===== src/core/rxafc_pkg.sv =====
package rxafc_pkg;

  // register map
  localparam logic [7:0] RXAFC_CFG_OFFSET = 8'hac;
  localparam logic [7:0] RXAFC_STAT_OFFSET = 8'hb8;
  localparam logic [31:0] RXAFC_CFG_RESET = 32'h0000_0000;
  localparam logic [31:0] RXAFC_CFG_WMASK = 32'h00ff_ffff;

  // field positions
  localparam int RXAFC_HI_LSB = 16;
  localparam int RXAFC_LO_LSB = 8;
  localparam int RXAFC_DUR_LSB = 4;
  localparam int RXAFC_MULT_BIT = 3;
  localparam int RXAFC_BRD_BIT = 2;
  localparam int RXAFC_ADD_BIT = 1;
  localparam int RXAFC_ANY_BIT = 0;

  // fifo level unit in bytes, as a shift
  localparam int RXAFC_UNIT_SHIFT = 6;

  // timing at 100 MHz core clock
  localparam int RXAFC_CLK_MHZ = 100;
  localparam int RXAFC_US_CYCLES = RXAFC_CLK_MHZ;
  // 10 Mb/s adds 2.2 us to every code
  localparam int RXAFC_SLOW_EXTRA_NS = 2200;
  localparam int RXAFC_SLOW_EXTRA_CYC = (RXAFC_SLOW_EXTRA_NS * RXAFC_CLK_MHZ) / 1000;

  // jam duration per code, in microseconds at 100 Mb/s
  localparam int RXAFC_DUR_US [16] = '{5, 10, 15, 25, 50, 100, 150, 200,
                                       250, 300, 350, 400, 450, 500, 550, 600};

  typedef enum logic [1:0]
  {
    RXAFC_IDLE = 2'b00,
    RXAFC_PAUSED = 2'b01
  } rxafc_state_type;

  // frame event from the receive filter
  typedef struct packed
  {
    logic start;
    logic multicast;
    logic broadcast;
    logic own_addr;
  } rxafc_frame_type;

  // request toward the mac transmitter
  typedef struct packed
  {
    logic pause_req;
    logic [15:0] pause_time;
  } rxafc_pause_type;

endpackage


===== src/core/rxafc_jam_timer.sv =====
`timescale 1ns/1ps
module rxafc_jam_timer
  import rxafc_pkg::*;
#(
  parameter int CNT_W = 17
)
(
  // clock and reset
  input wire logic i_core_clk,
  input wire logic i_rst,
  // control
  input wire logic i_start,
  input wire logic i_abort,
  input wire logic [3:0] i_code,
  input wire logic i_slow,
  // status
  output logic o_busy
);

  logic [CNT_W-1:0] cnt_q;
  logic [CNT_W-1:0] load_w;
  logic [31:0] cycles_w;

  // lookup table of durations, 10 Mb/s adds a fixed tail
  assign cycles_w = 32'(RXAFC_DUR_US[i_code] * RXAFC_US_CYCLES)
                  + (i_slow ? 32'(RXAFC_SLOW_EXTRA_CYC) : 32'h0000_0000);
  assign load_w = cycles_w[CNT_W-1:0];

  always_ff @(posedge i_core_clk)
  begin
    if (i_rst || i_abort)
    begin
      cnt_q <= '0;
    end
    else if (i_start)
    begin
      cnt_q <= load_w;
    end
    else if (cnt_q != '0)
    begin
      cnt_q <= cnt_q - 1'b1;
    end
  end

  assign o_busy = (cnt_q != '0);

endmodule


===== src/core/rxafc_top.sv =====
`timescale 1ns/1ps
// Notes on behaviour
// - no pause frames or jamming while the mac transmitter is disabled.
// - high threshold, bits 23:16, in 64-byte units, triggers flow control.
// - full duplex with bit 0 set sends exactly one pause frame per high-threshold crossing.
// - pause frame carries the mac pause time value.
// - half duplex jams each matching frame above high threshold for duration.
// - low threshold, bits 15:8, sends zero-time pause when level drops below.
// - resume frame only after a pause was sent and while enabled.
// - duration code in bits 7:4 selects jam hold time.
// - duration code is ignored in full duplex.
// - bit 3 jams multicast frames above threshold, half duplex only.
// - bit 2 jams broadcast frames above threshold, half duplex only.
// - bit 1 jams own-address frames above threshold, half duplex only.
// - bit 0 overrides 3:1; any preamble jams, full duplex pauses at once.
// - duration codes 0h..Fh map 5us..600us, 10 Mb/s adds 2.2us.
module rxafc_top
  import rxafc_pkg::*;
#(
  parameter int LEVEL_W = 14
)
(
  // clock and reset
  input wire logic i_core_clk,
  input wire logic i_rst,
  // register port
  input wire logic [7:0] i_addr,
  input wire logic [31:0] i_wdata,
  input wire logic i_wr,
  input wire logic i_rd,
  output logic [31:0] o_rdata,
  // mac status
  input wire logic i_tx_enable,
  input wire logic i_full_duplex,
  input wire logic i_speed_10,
  input wire logic [15:0] i_pause_time_value,
  // receive side
  input wire logic [LEVEL_W-1:0] i_rx_fifo_bytes,
  input wire rxafc_frame_type i_frame,
  // mac transmitter requests
  output rxafc_pause_type o_pause,
  input wire logic i_pause_ack,
  output logic o_jam
);

  // ****************************************
  // configuration register
  // ****************************************
  logic [31:0] cfg_q;
  logic [31:0] rdata_q;
  logic cfg_sel_w;
  logic stat_sel_w;
  logic [31:0] stat_w;

  assign cfg_sel_w = (i_addr == RXAFC_CFG_OFFSET);
  assign stat_sel_w = (i_addr == RXAFC_STAT_OFFSET);

  always_ff @(posedge i_core_clk)
  begin
    if (i_rst)
    begin
      cfg_q <= RXAFC_CFG_RESET;
    end
    else if (i_wr && cfg_sel_w)
    begin
      cfg_q <= i_wdata & RXAFC_CFG_WMASK;
    end
  end

  // ****************************************
  // field decode
  // ****************************************
  logic [7:0] hi_w;
  logic [7:0] lo_w;
  logic [3:0] dur_w;
  logic mult_w;
  logic brd_w;
  logic add_w;
  logic any_w;
  logic afc_en_w;

  assign hi_w = cfg_q[RXAFC_HI_LSB +: 8];
  assign lo_w = cfg_q[RXAFC_LO_LSB +: 8];
  assign dur_w = cfg_q[RXAFC_DUR_LSB +: 4];
  assign mult_w = cfg_q[RXAFC_MULT_BIT];
  assign brd_w = cfg_q[RXAFC_BRD_BIT];
  assign add_w = cfg_q[RXAFC_ADD_BIT];
  assign any_w = cfg_q[RXAFC_ANY_BIT];
  assign afc_en_w = |cfg_q[3:0];

  // ****************************************
  // fifo level compare
  // ****************************************
  logic [LEVEL_W-1:0] units_w;
  logic [LEVEL_W-1:0] hi_ext_w;
  logic [LEVEL_W-1:0] lo_ext_w;
  logic at_high_w;
  logic below_low_w;

  // fifo count is a same-clock input, no synchroniser needed
  assign units_w = i_rx_fifo_bytes >> RXAFC_UNIT_SHIFT;
  assign hi_ext_w = LEVEL_W'(hi_w);
  assign lo_ext_w = LEVEL_W'(lo_w);
  assign at_high_w = (units_w >= hi_ext_w);
  assign below_low_w = (units_w < lo_ext_w);

  // ****************************************
  // full duplex pause control
  // ****************************************
  rxafc_state_type state_q;
  rxafc_state_type state_d;
  logic req_q;
  logic [15:0] ptime_q;
  logic fd_active_w;
  logic send_pause_w;
  logic send_resume_w;
  logic req_d;
  logic [15:0] ptime_d;
  logic resume_q;
  logic resume_d;
  logic sent_q;
  logic sent_d;
  logic pause_done_w;

  // full duplex pause needs the any-frame bit
  assign fd_active_w = i_full_duplex && any_w && i_tx_enable;
  assign send_pause_w = fd_active_w && (state_q == RXAFC_IDLE) && at_high_w
                      && !req_q;
  assign send_resume_w = i_full_duplex && afc_en_w && i_tx_enable && sent_q
                       && (state_q == RXAFC_PAUSED) && below_low_w && !req_q;
  // only an acknowledged pause counts as sent; one dropped with tx off
  // never reached the wire, so it earns no resume
  assign pause_done_w = req_q && i_pause_ack && !resume_q;
  assign sent_d = (state_q == RXAFC_PAUSED) && (sent_q || pause_done_w);

  always_comb
  begin
    state_d = state_q;
    case (state_q)
      RXAFC_IDLE:
      begin
        if (send_pause_w)
        begin
          state_d = RXAFC_PAUSED;
        end
      end
      RXAFC_PAUSED:
      begin
        // a pause lost to a disabled transmitter re-arms the crossing
        if (send_resume_w || !afc_en_w || !i_full_duplex
            || (!i_tx_enable && !sent_q && !pause_done_w))
        begin
          state_d = RXAFC_IDLE;
        end
      end
      default:
      begin
        state_d = RXAFC_IDLE;
      end
    endcase
  end

  always_ff @(posedge i_core_clk)
  begin
    if (i_rst)
    begin
      state_q <= RXAFC_IDLE;
    end
    else
    begin
      state_q <= state_d;
    end
  end

  always_ff @(posedge i_core_clk)
  begin
    if (i_rst)
    begin
      sent_q <= 1'b0;
    end
    else
    begin
      sent_q <= sent_d;
    end
  end

  // ****************************************
  // pause request register
  // ****************************************

  // request stands until the mac takes it; dropped if tx goes away
  always_comb
  begin
    req_d = req_q;
    ptime_d = ptime_q;
    resume_d = resume_q;
    if (!i_tx_enable)
    begin
      req_d = 1'b0;
      ptime_d = 16'h0000;
    end
    else if (send_pause_w)
    begin
      req_d = 1'b1;
      ptime_d = i_pause_time_value;
      resume_d = 1'b0;
    end
    else if (send_resume_w)
    begin
      req_d = 1'b1;
      ptime_d = 16'h0000;
      resume_d = 1'b1;
    end
    else if (i_pause_ack)
    begin
      req_d = 1'b0;
    end
  end

  always_ff @(posedge i_core_clk)
  begin
    if (i_rst)
    begin
      req_q <= 1'b0;
      ptime_q <= 16'h0000;
      resume_q <= 1'b0;
    end
    else
    begin
      req_q <= req_d;
      ptime_q <= ptime_d;
      resume_q <= resume_d;
    end
  end

  assign o_pause.pause_req = req_q;
  assign o_pause.pause_time = ptime_q;

  // ****************************************
  // half duplex back pressure
  // ****************************************
  logic match_w;
  logic jam_start_w;
  logic jam_busy_w;
  logic jam_q;

  // any-frame wins over the filtered choices
  assign match_w = any_w || (mult_w && i_frame.multicast)
                 || (brd_w && i_frame.broadcast)
                 || (add_w && i_frame.own_addr);
  assign jam_start_w = !i_full_duplex && i_tx_enable && at_high_w
                     && i_frame.start && match_w;

  rxafc_jam_timer #(
    .CNT_W(17)
  ) u_jam_timer (
    .i_core_clk(i_core_clk),
    .i_rst(i_rst),
    .i_start(jam_start_w),
    .i_abort(i_full_duplex || !i_tx_enable),
    .i_code(dur_w),
    .i_slow(i_speed_10),
    .o_busy(jam_busy_w)
  );

  always_ff @(posedge i_core_clk)
  begin
    if (i_rst)
    begin
      jam_q <= 1'b0;
    end
    else
    begin
      jam_q <= jam_busy_w && !i_full_duplex && i_tx_enable;
    end
  end

  assign o_jam = jam_q;

  // ****************************************
  // read back
  // ****************************************
  assign stat_w = {28'h0000000, jam_q, req_q, at_high_w, state_q == RXAFC_PAUSED};

  always_ff @(posedge i_core_clk)
  begin
    if (i_rst)
    begin
      rdata_q <= 32'h0000_0000;
    end
    else if (i_rd && cfg_sel_w)
    begin
      rdata_q <= cfg_q;
    end
    else if (i_rd && stat_sel_w)
    begin
      rdata_q <= stat_w;
    end
    else
    begin
      rdata_q <= 32'h0000_0000;
    end
  end

  assign o_rdata = rdata_q;

endmodule


===== config.mk =====
export PLATFORM = sky130hd
export DESIGN_NAME = rxafc_top
export DESIGN_NICKNAME = d
export VERILOG_FILES = /design/src/core/rxafc_pkg.sv /design/src/core/rxafc_jam_timer.sv /design/src/core/rxafc_top.sv
export SDC_FILE = /design/constraint.sdc
export NUM_CORES = 1
export LEC_CHECK = 0
export ABC_AREA = 0
export BUFFER_PORTS_ARGS = -buffer_cell sky130_fd_sc_hd__buf_2
export CAP_MARGIN = 0
export CELL_PAD_IN_SITES_DETAIL_PLACEMENT = 1
export CELL_PAD_IN_SITES_GLOBAL_PLACEMENT = 1
export CORE_MARGIN = 4
export CORE_UTILIZATION = 45
export CTS_BUF_LIST = sky130_fd_sc_hd__clkbuf_8
export DETAILED_ROUTE_END_ITERATION = 16
export PLACE_DENSITY_LB_ADDON = 0.1
export SLEW_MARGIN = 20
export SYNTH_ARGS = -nofsm -noshare
export SYNTH_HDL_FRONTEND = slang
export SYNTH_HIERARCHICAL = 1
export SYNTH_SLANG_ARGS = --single-unit

===== constraint.sdc =====
create_clock -name i_core_clk -period 13.9 [get_ports i_core_clk]
set_input_delay 2.78 -clock i_core_clk [delete_from_list [all_inputs] [get_ports i_core_clk]]
set_output_delay 2.78 -clock i_core_clk [all_outputs]
set_load 0.005 [all_outputs]

# [Word-level counts from Yosys, hierarchy flattened]
# Memories as Yosys holds them, arrays and structs flattened.
# Cells that the tools add are included.
[totals] ff_bits=95 latch_bits=0 ramBits=0 romBits=512 in_bits=82 output_inout_bits=50 wordCells=95 memories=1
[classes] addsub=2 mul=1 div=0 n_lt_le_gt_ge=3 eq_ne=5 shift=0 mux=17 bitwise_logic=2 n_reduce_logical=54
[memory_table] memory="(name not given)" words=16 word_bits=32 rd=1 rd_clocked_by_memory_dff=0 write_ports=0 line="rxafc_jam_timer.sv:25" source="assign cycles_w = 32'(RXAFC_DUR_US[i_code] * RXAFC_US_CYCLES)"
[ops] cell="$mux W32" count=2
[ops] cell="$mux W17" count=2
[ops] cell="$mul A32 B6 Y15 const B" count=1
[ops] cell="$mux W16" count=2
[ops] cell="$logic_and A1 B1 Y1" count=28
[ops] cell="$mux W24" count=1
[ops] cell="$add A17 B17 Y17" count=1
[ops] cell="$reduce_bool A17 Y1" count=1
[ops] cell="$sub A17 B1 Y17 const B" count=1
[ops] cell="$eq A8 B8 Y1 const B" count=2
[ops] cell="$logic_or A1 B1 Y1" count=9
[ops] cell="$ge A8 B8 Y1" count=1
[ops] cell="$lt A8 B8 Y1" count=1
[ops] cell="$mux W8" count=1
[ops] cell="$logic_not A1 Y1" count=7
[ops] cell="$ge A5 B5 Y1 const B" count=1
[ops] cell="$mux W1" count=5
[ops] cell="$not A4 Y5" count=1
[ops] cell="$mux W2" count=2
[ops] cell="$mux W4" count=1
[ops] cell="$pmux W2 S2" count=1
[ops] cell="$reduce_and A2 Y1" count=2
[ops] cell="$reduce_bool A2 Y1" count=2
[ops] cell="$reduce_or A2 Y1" count=2
[ops] cell="other kinds (7)" count=7

# [Longest topological paths before layout]
[depth] ltp_word=12 ltp_mapped=18 depth_no_buf=18

# [Modules after synthesis]
# The synthesis kept the hierarchy.
[modules_own_cells] module="rxafc_top" n_inst=1 cells_per_inst=299 area_per_inst_um2=2982.9 seq_area_each_um2=1381.3
[modules_own_cells] module="rxafc_jam_timer" n_inst=1 cells_per_inst=298 area_per_inst_um2=2408.6 seq_area_each_um2=340.3

# [Least setup slack after synthesis]
# OpenSTA, ideal clock, no wires.
[synth_path] path_type="input -> register" start="input port i_rx_fifo_bytes[6]" end="register u_jam_timer.cnt_q[11]" setup_ps=75 t_arrival_ps=4706 required_ps=13825 path_slack_ps=9119 cell_stages=10 n_path_buf=2 cell_sequence="inv_1 ha_1 nand2b_4 a2111oi_4 o31ai_1 buf_2 nor4bb_1 clkbuf_1 nand2_1 o22ai_1"
[synth_via] elab_chain_cells=5 elab_cells_between_ends=6 classes_between="order compare (1); mux (1); reduce/logical (4)"
[synth_lines] item="start, declared" line="rxafc_top.sv:38" source="input wire logic [LEVEL_W-1:0] i_rx_fifo_bytes,"
[synth_lines] item="$ge A8 B8 Y1 *" line="rxafc_top.sv:104" source="assign at_high_w = (units_w >= hi_ext_w);"
[synth_lines] item="$logic_and A1 B1 Y1 *" line="rxafc_top.sv:251" source="assign jam_start_w = !i_full_duplex && i_tx_enable && at_high_w"
[synth_lines] item="$logic_and A1 B1 Y1 * (2 in series)" line="rxafc_top.sv:252" source="&& i_frame.start && match_w;"
[synth_lines] item="named net jam_start_w" line="rxafc_top.sv:243" source="logic jam_start_w;"
[synth_lines] item="$mux W17 / $reduce_bool A2 Y1 (equally long branches)"
[synth_lines] item="end signal, assigned" line="rxafc_jam_timer.sv:37" source="cnt_q <= load_w;"
[synth_lines] item="end signal, assigned" line="rxafc_jam_timer.sv:41" source="cnt_q <= cnt_q - 1'b1;"
[synth_lines] item="end, declared" line="rxafc_jam_timer.sv:20" source="logic [CNT_W-1:0] cnt_q;"
# Mark *: on every way through the listed nets, which the timed path passes. The rest lies on a longest branch.
# A chain may end at the register's enable or synchronous reset.

# [Final worst setup path]
[layout_path] start="register cfg_q[4]" end="register u_jam_timer.cnt_q[16]"
[layout_via] elab_chain_cells=7
[layout_lines] item="start, declared" line="rxafc_top.sv:49" source="logic [31:0] cfg_q;"
[layout_lines] item="start signal, assigned" line="rxafc_top.sv:66" source="cfg_q <= i_wdata & RXAFC_CFG_WMASK;"
[layout_lines] item="$not A4 Y5 (not written as such)" line="rxafc_jam_timer.sv:25"
[layout_lines] item="$mem_v2 Z16 W32"
[layout_lines] item="$mux W32 (not written as such) (2 in series)" line="rxafc_jam_timer.sv:25"
[layout_lines] item="$mul A32 B6 Y15" line="rxafc_jam_timer.sv:25"
[layout_lines] item="$add A17 B17 Y17" line="rxafc_jam_timer.sv:26" source="+ (i_slow ? 32'(RXAFC_SLOW_EXTRA_CYC) : 32'h0000_0000);"
[layout_lines] item="$mux W17" line="rxafc_jam_timer.sv:35" source="else if (i_start)"
# No other way between the ends. The select of a mux whose other input is x is not followed.

==> flow_summary.ini <==
[global_routing]
overflow = 0
antenna_found_initial = 0
grt_pass1_wl_um = 23900
grt_usage_pct = 20.9
grt_pass1_vias = 4897
grt_max_degree = 34

[critical_path]
required_ns = 14.19
critPathCaptureType = flop
cp_max_fo = 11
path_class = reg -> reg
r2r_setup_slack_ns = 8.87
r2r_cells = 16
worst_path_most_repeated_cell = ha_1
reg2reg_from = cfg_q[4]
r2r_end = u_jam_timer/cnt_q[16]
path_cells = inv_1 > ha_1 > inv_1 > mux2i_1 > ha_1 > fa_1 > ha_1 > ha_1 > fa_1 > xor2_1 > and4_1 > a21oi_1 > nand4bb_1 > nand4bb_1 > xnor3_1 > o21ai_0
arrival_ns = 5.32
slowest_delay_ns = 0.58
slowest_stage = dfxtp_1
critPathLaunchType = flop

[drt]
via_per_inst = 5.41
route.antenna.remaining_nets = 0
drt-total-wl_um = 14200
wl_per_cell_um = 16.9
firstDrtPassIters = 4
drt_iter0_markers = 228
drc = 0
dr_total_vias = 4551

[floorplan]
core.rowCount = 39
die_area_um2 = 13800
die_h_um = 117
core_area_um2 = 11600
ioPinCount = 132
start_util_pct = 46.6
die_w_um = 117

[power_and_ir_drop]
internal_power_uw = 569
power_frac_clock_pct = 17.9
power.total_uw = 944
ir_drop_mv = 0.155
power_frac_seq_pct = 30.8
swShare_pct = 39.7
p_per_area_nw_per_um2 = 153
p_comb_share_pct = 51.3
power.static_leakage_nw = 2.80
p_sw_uw = 375

[timing]
rsz0062_at_grt = false
hold_slack_ns = 0.454
setup_viol = 0
fmax_mhz = 199
hold_viol = 0
fin_crit_ns = 5.03
worst_slack_ns = 8.87
tightest_slew_ns = 0.868
slew_viol_final = 0
fin_crit_sh_pct = 36.2
slew_headroom_pct = 42.2
tns_ns = 0
fin_skew_ns = 0.0114

[clock_network]
path_clk_slew_ns = 0.08
clockBufferDepth = 2
cts-root-buf = clkbuf_8
cts.repair.resized = 0
clk_latency_ns = 0.37
postCtsSetupBuffers = 0
cts_tree = done
cts_buffers = 9
clock_sinks = 86
h-tree-depth = 3
holdBufCountCts = 0

[layout]
regArea_um2 = 1720
mostFrequentLayoutCell = buf_2
fin_area_um2 = 6180
syn_to_final_growth_pct = 14.6
multi_input_area_um2 = 3380
postLayoutCoreUtil_pct = 53.4
antenna_cells = 0
fin_cells = 841
layout-drive-gt1-share_pct = 21.8
most-common-layout-cells = buf_2 (109), dfxtp_1 (86), ha_1 (60)
fillers = 1439
nNetsFinal = 842

[synth]
synth.distinct_cells = 64
synth_edf_count = 0
yosys.area_share.simple_pct = 19.7
synth_warnings = 6
synth_top_family_by_area = simple AND/OR/NAND/NOR gates
synthXorXnorAreaFrac_pct = 5.62
ys_ff_latch = 86
synthCells = 597
yosys.area_share.adder_pct = 16.5
avgSynthCellArea_um2 = 9.03
synthMuxAreaShare_pct = 5.41
ys_seq_area_share_pct = 31.9
synth_compound_area_share_pct = 14.5
ys_async_sr_fraction_pct = 0
syn-cell-area_um2 = 5390
synth-main-ff-cell = dfxtp_1

[flow_run]
max_cap_viol_count = 0

[placed_design]
gp_congestion = 0.803
dp_hpwl_um = 11000
placed_cells = 825
dp_slack_ns = 8.72
port_buffers = 109
postPlaceCellArea_um2 = 5990

[hold_path]
min_path_cells = 2
hp-class = reg -> reg
hold_end = ptime_q[1]
hold_path_startpoint = ptime_q[1]

[outcome]
status = completed
critical path, delay by kind of cell (launching register included):
family,cells,cell delay [ns]
flops,1,0.58
fa+ha+maj,6,2.13
compound gates,2,0.28
simple gates,3,0.79
xor+xnor,2,0.56
mux,1,0.38
buf+inv,2,0.23
routing by layer:
metal  up-vias  routed length (um)  track usage (%)
li1       2275                   -                -
met1      2168                6420             25.8
met2        98                6970             36.1
met3        10                 741             6.34
met4         0                 116             4.40
met5         -                   0                0
cell type report:
| cell class | instances | share of cell area, % |
|---|---|---|
| clock buffer | 9 | 2.01 |
| clock inverter | 7 | 0.952 |
| inverter | 37 | 2.25 |
| multi-input combinational | 446 | 54.7 |
| sequential | 86 | 27.9 |
| tap | 143 | 2.90 |
| timing repair buffer | 113 | 9.32 |
cells in the mapped netlist, types with 4 or more instances:
cell | n | area share, %
ha_1 | 60 | 14
fa_1 | 7 | 2.6
o21ai_0 | 15 | 1.4
mux2i_1 | 28 | 5.2
o31ai_2 | 10 | 2.3
buf_4 | 12 | 1.7
nor2_1 | 51 | 3.6
nand2_1 | 43 | 3.0
xor2_1 | 14 | 2.3
and2_1 | 21 | 2.4
buf_2 | 5 | 0.46
nor3b_1 | 4 | 0.56
nor3_1 | 15 | 1.4
a21oi_1 | 28 | 2.6
xnor2_1 | 18 | 2.9
nor4_1 | 7 | 0.81
o21a_1 | 6 | 0.84
dfxtp_1 | 86 | 32
and3_1 | 5 | 0.58
a22o_1 | 5 | 0.81
a21o_1 | 6 | 0.84
nand3_1 | 10 | 0.93
nand4_1 | 19 | 2.2
clkbuf_1 | 16 | 1.1
inv_1 | 37 | 2.6
o22ai_1 | 5 | 0.58
o31ai_1 | 9 | 1.3
nor2b_1 | 4 | 0.46
registers in the layout, summed over array words and instances, names as in the netlist:
signal             cells
cfg_q                 24
o_rdata               24
u_jam_timer/cnt_q     17
ptime_q               16
o_jam                  1
req_q                  1
resume_q               1
sent_q                 1
state_q                1
how the worst max path moves through the flow:
stage | from | to | cells after the start
2_1_floorplan | i_rx_fifo_bytes[6] | u_jam_timer/cnt_q[11] | 10
3_3_place_gp | i_rx_fifo_bytes[6] | u_jam_timer/cnt_q[15] | 12
3_5_place_dp | i_rx_fifo_bytes[6] | u_jam_timer/cnt_q[15] | 12
4_1_cts | cfg_q[4] | u_jam_timer/cnt_q[16] | 16
5_1_grt | cfg_q[4] | u_jam_timer/cnt_q[16] | 16
6_report | cfg_q[4] | u_jam_timer/cnt_q[16] | 16
cells by family (layout without fill, tap and decap cells):
logic type / after synthesis / in the layout
AND/OR/NAND/NOR: 201 / 201
AO/OA/AOI/OAI: 108 / 108
flip-flops: 86 / 86
buffers and inverters: 72 / 166
adder cells (fa/ha/maj): 67 / 67
XOR/XNOR: 33 / 33
multiplexers: 29 / 29
other: 1 / 8
power by group through the flow:
stage	Clock [mW]	Sequential, mW	Combinational (mW)
2_1_floorplan	0	0.291	0.400
3_3_place_gp	0	0.294	0.461
5_1_grt	0.187	0.294	0.554
4_1_cts	0.175	0.291	0.484
6_report	0.169	0.291	0.484
3_5_place_dp	0	0.296	0.481
(Power assumes the default switching activity.)
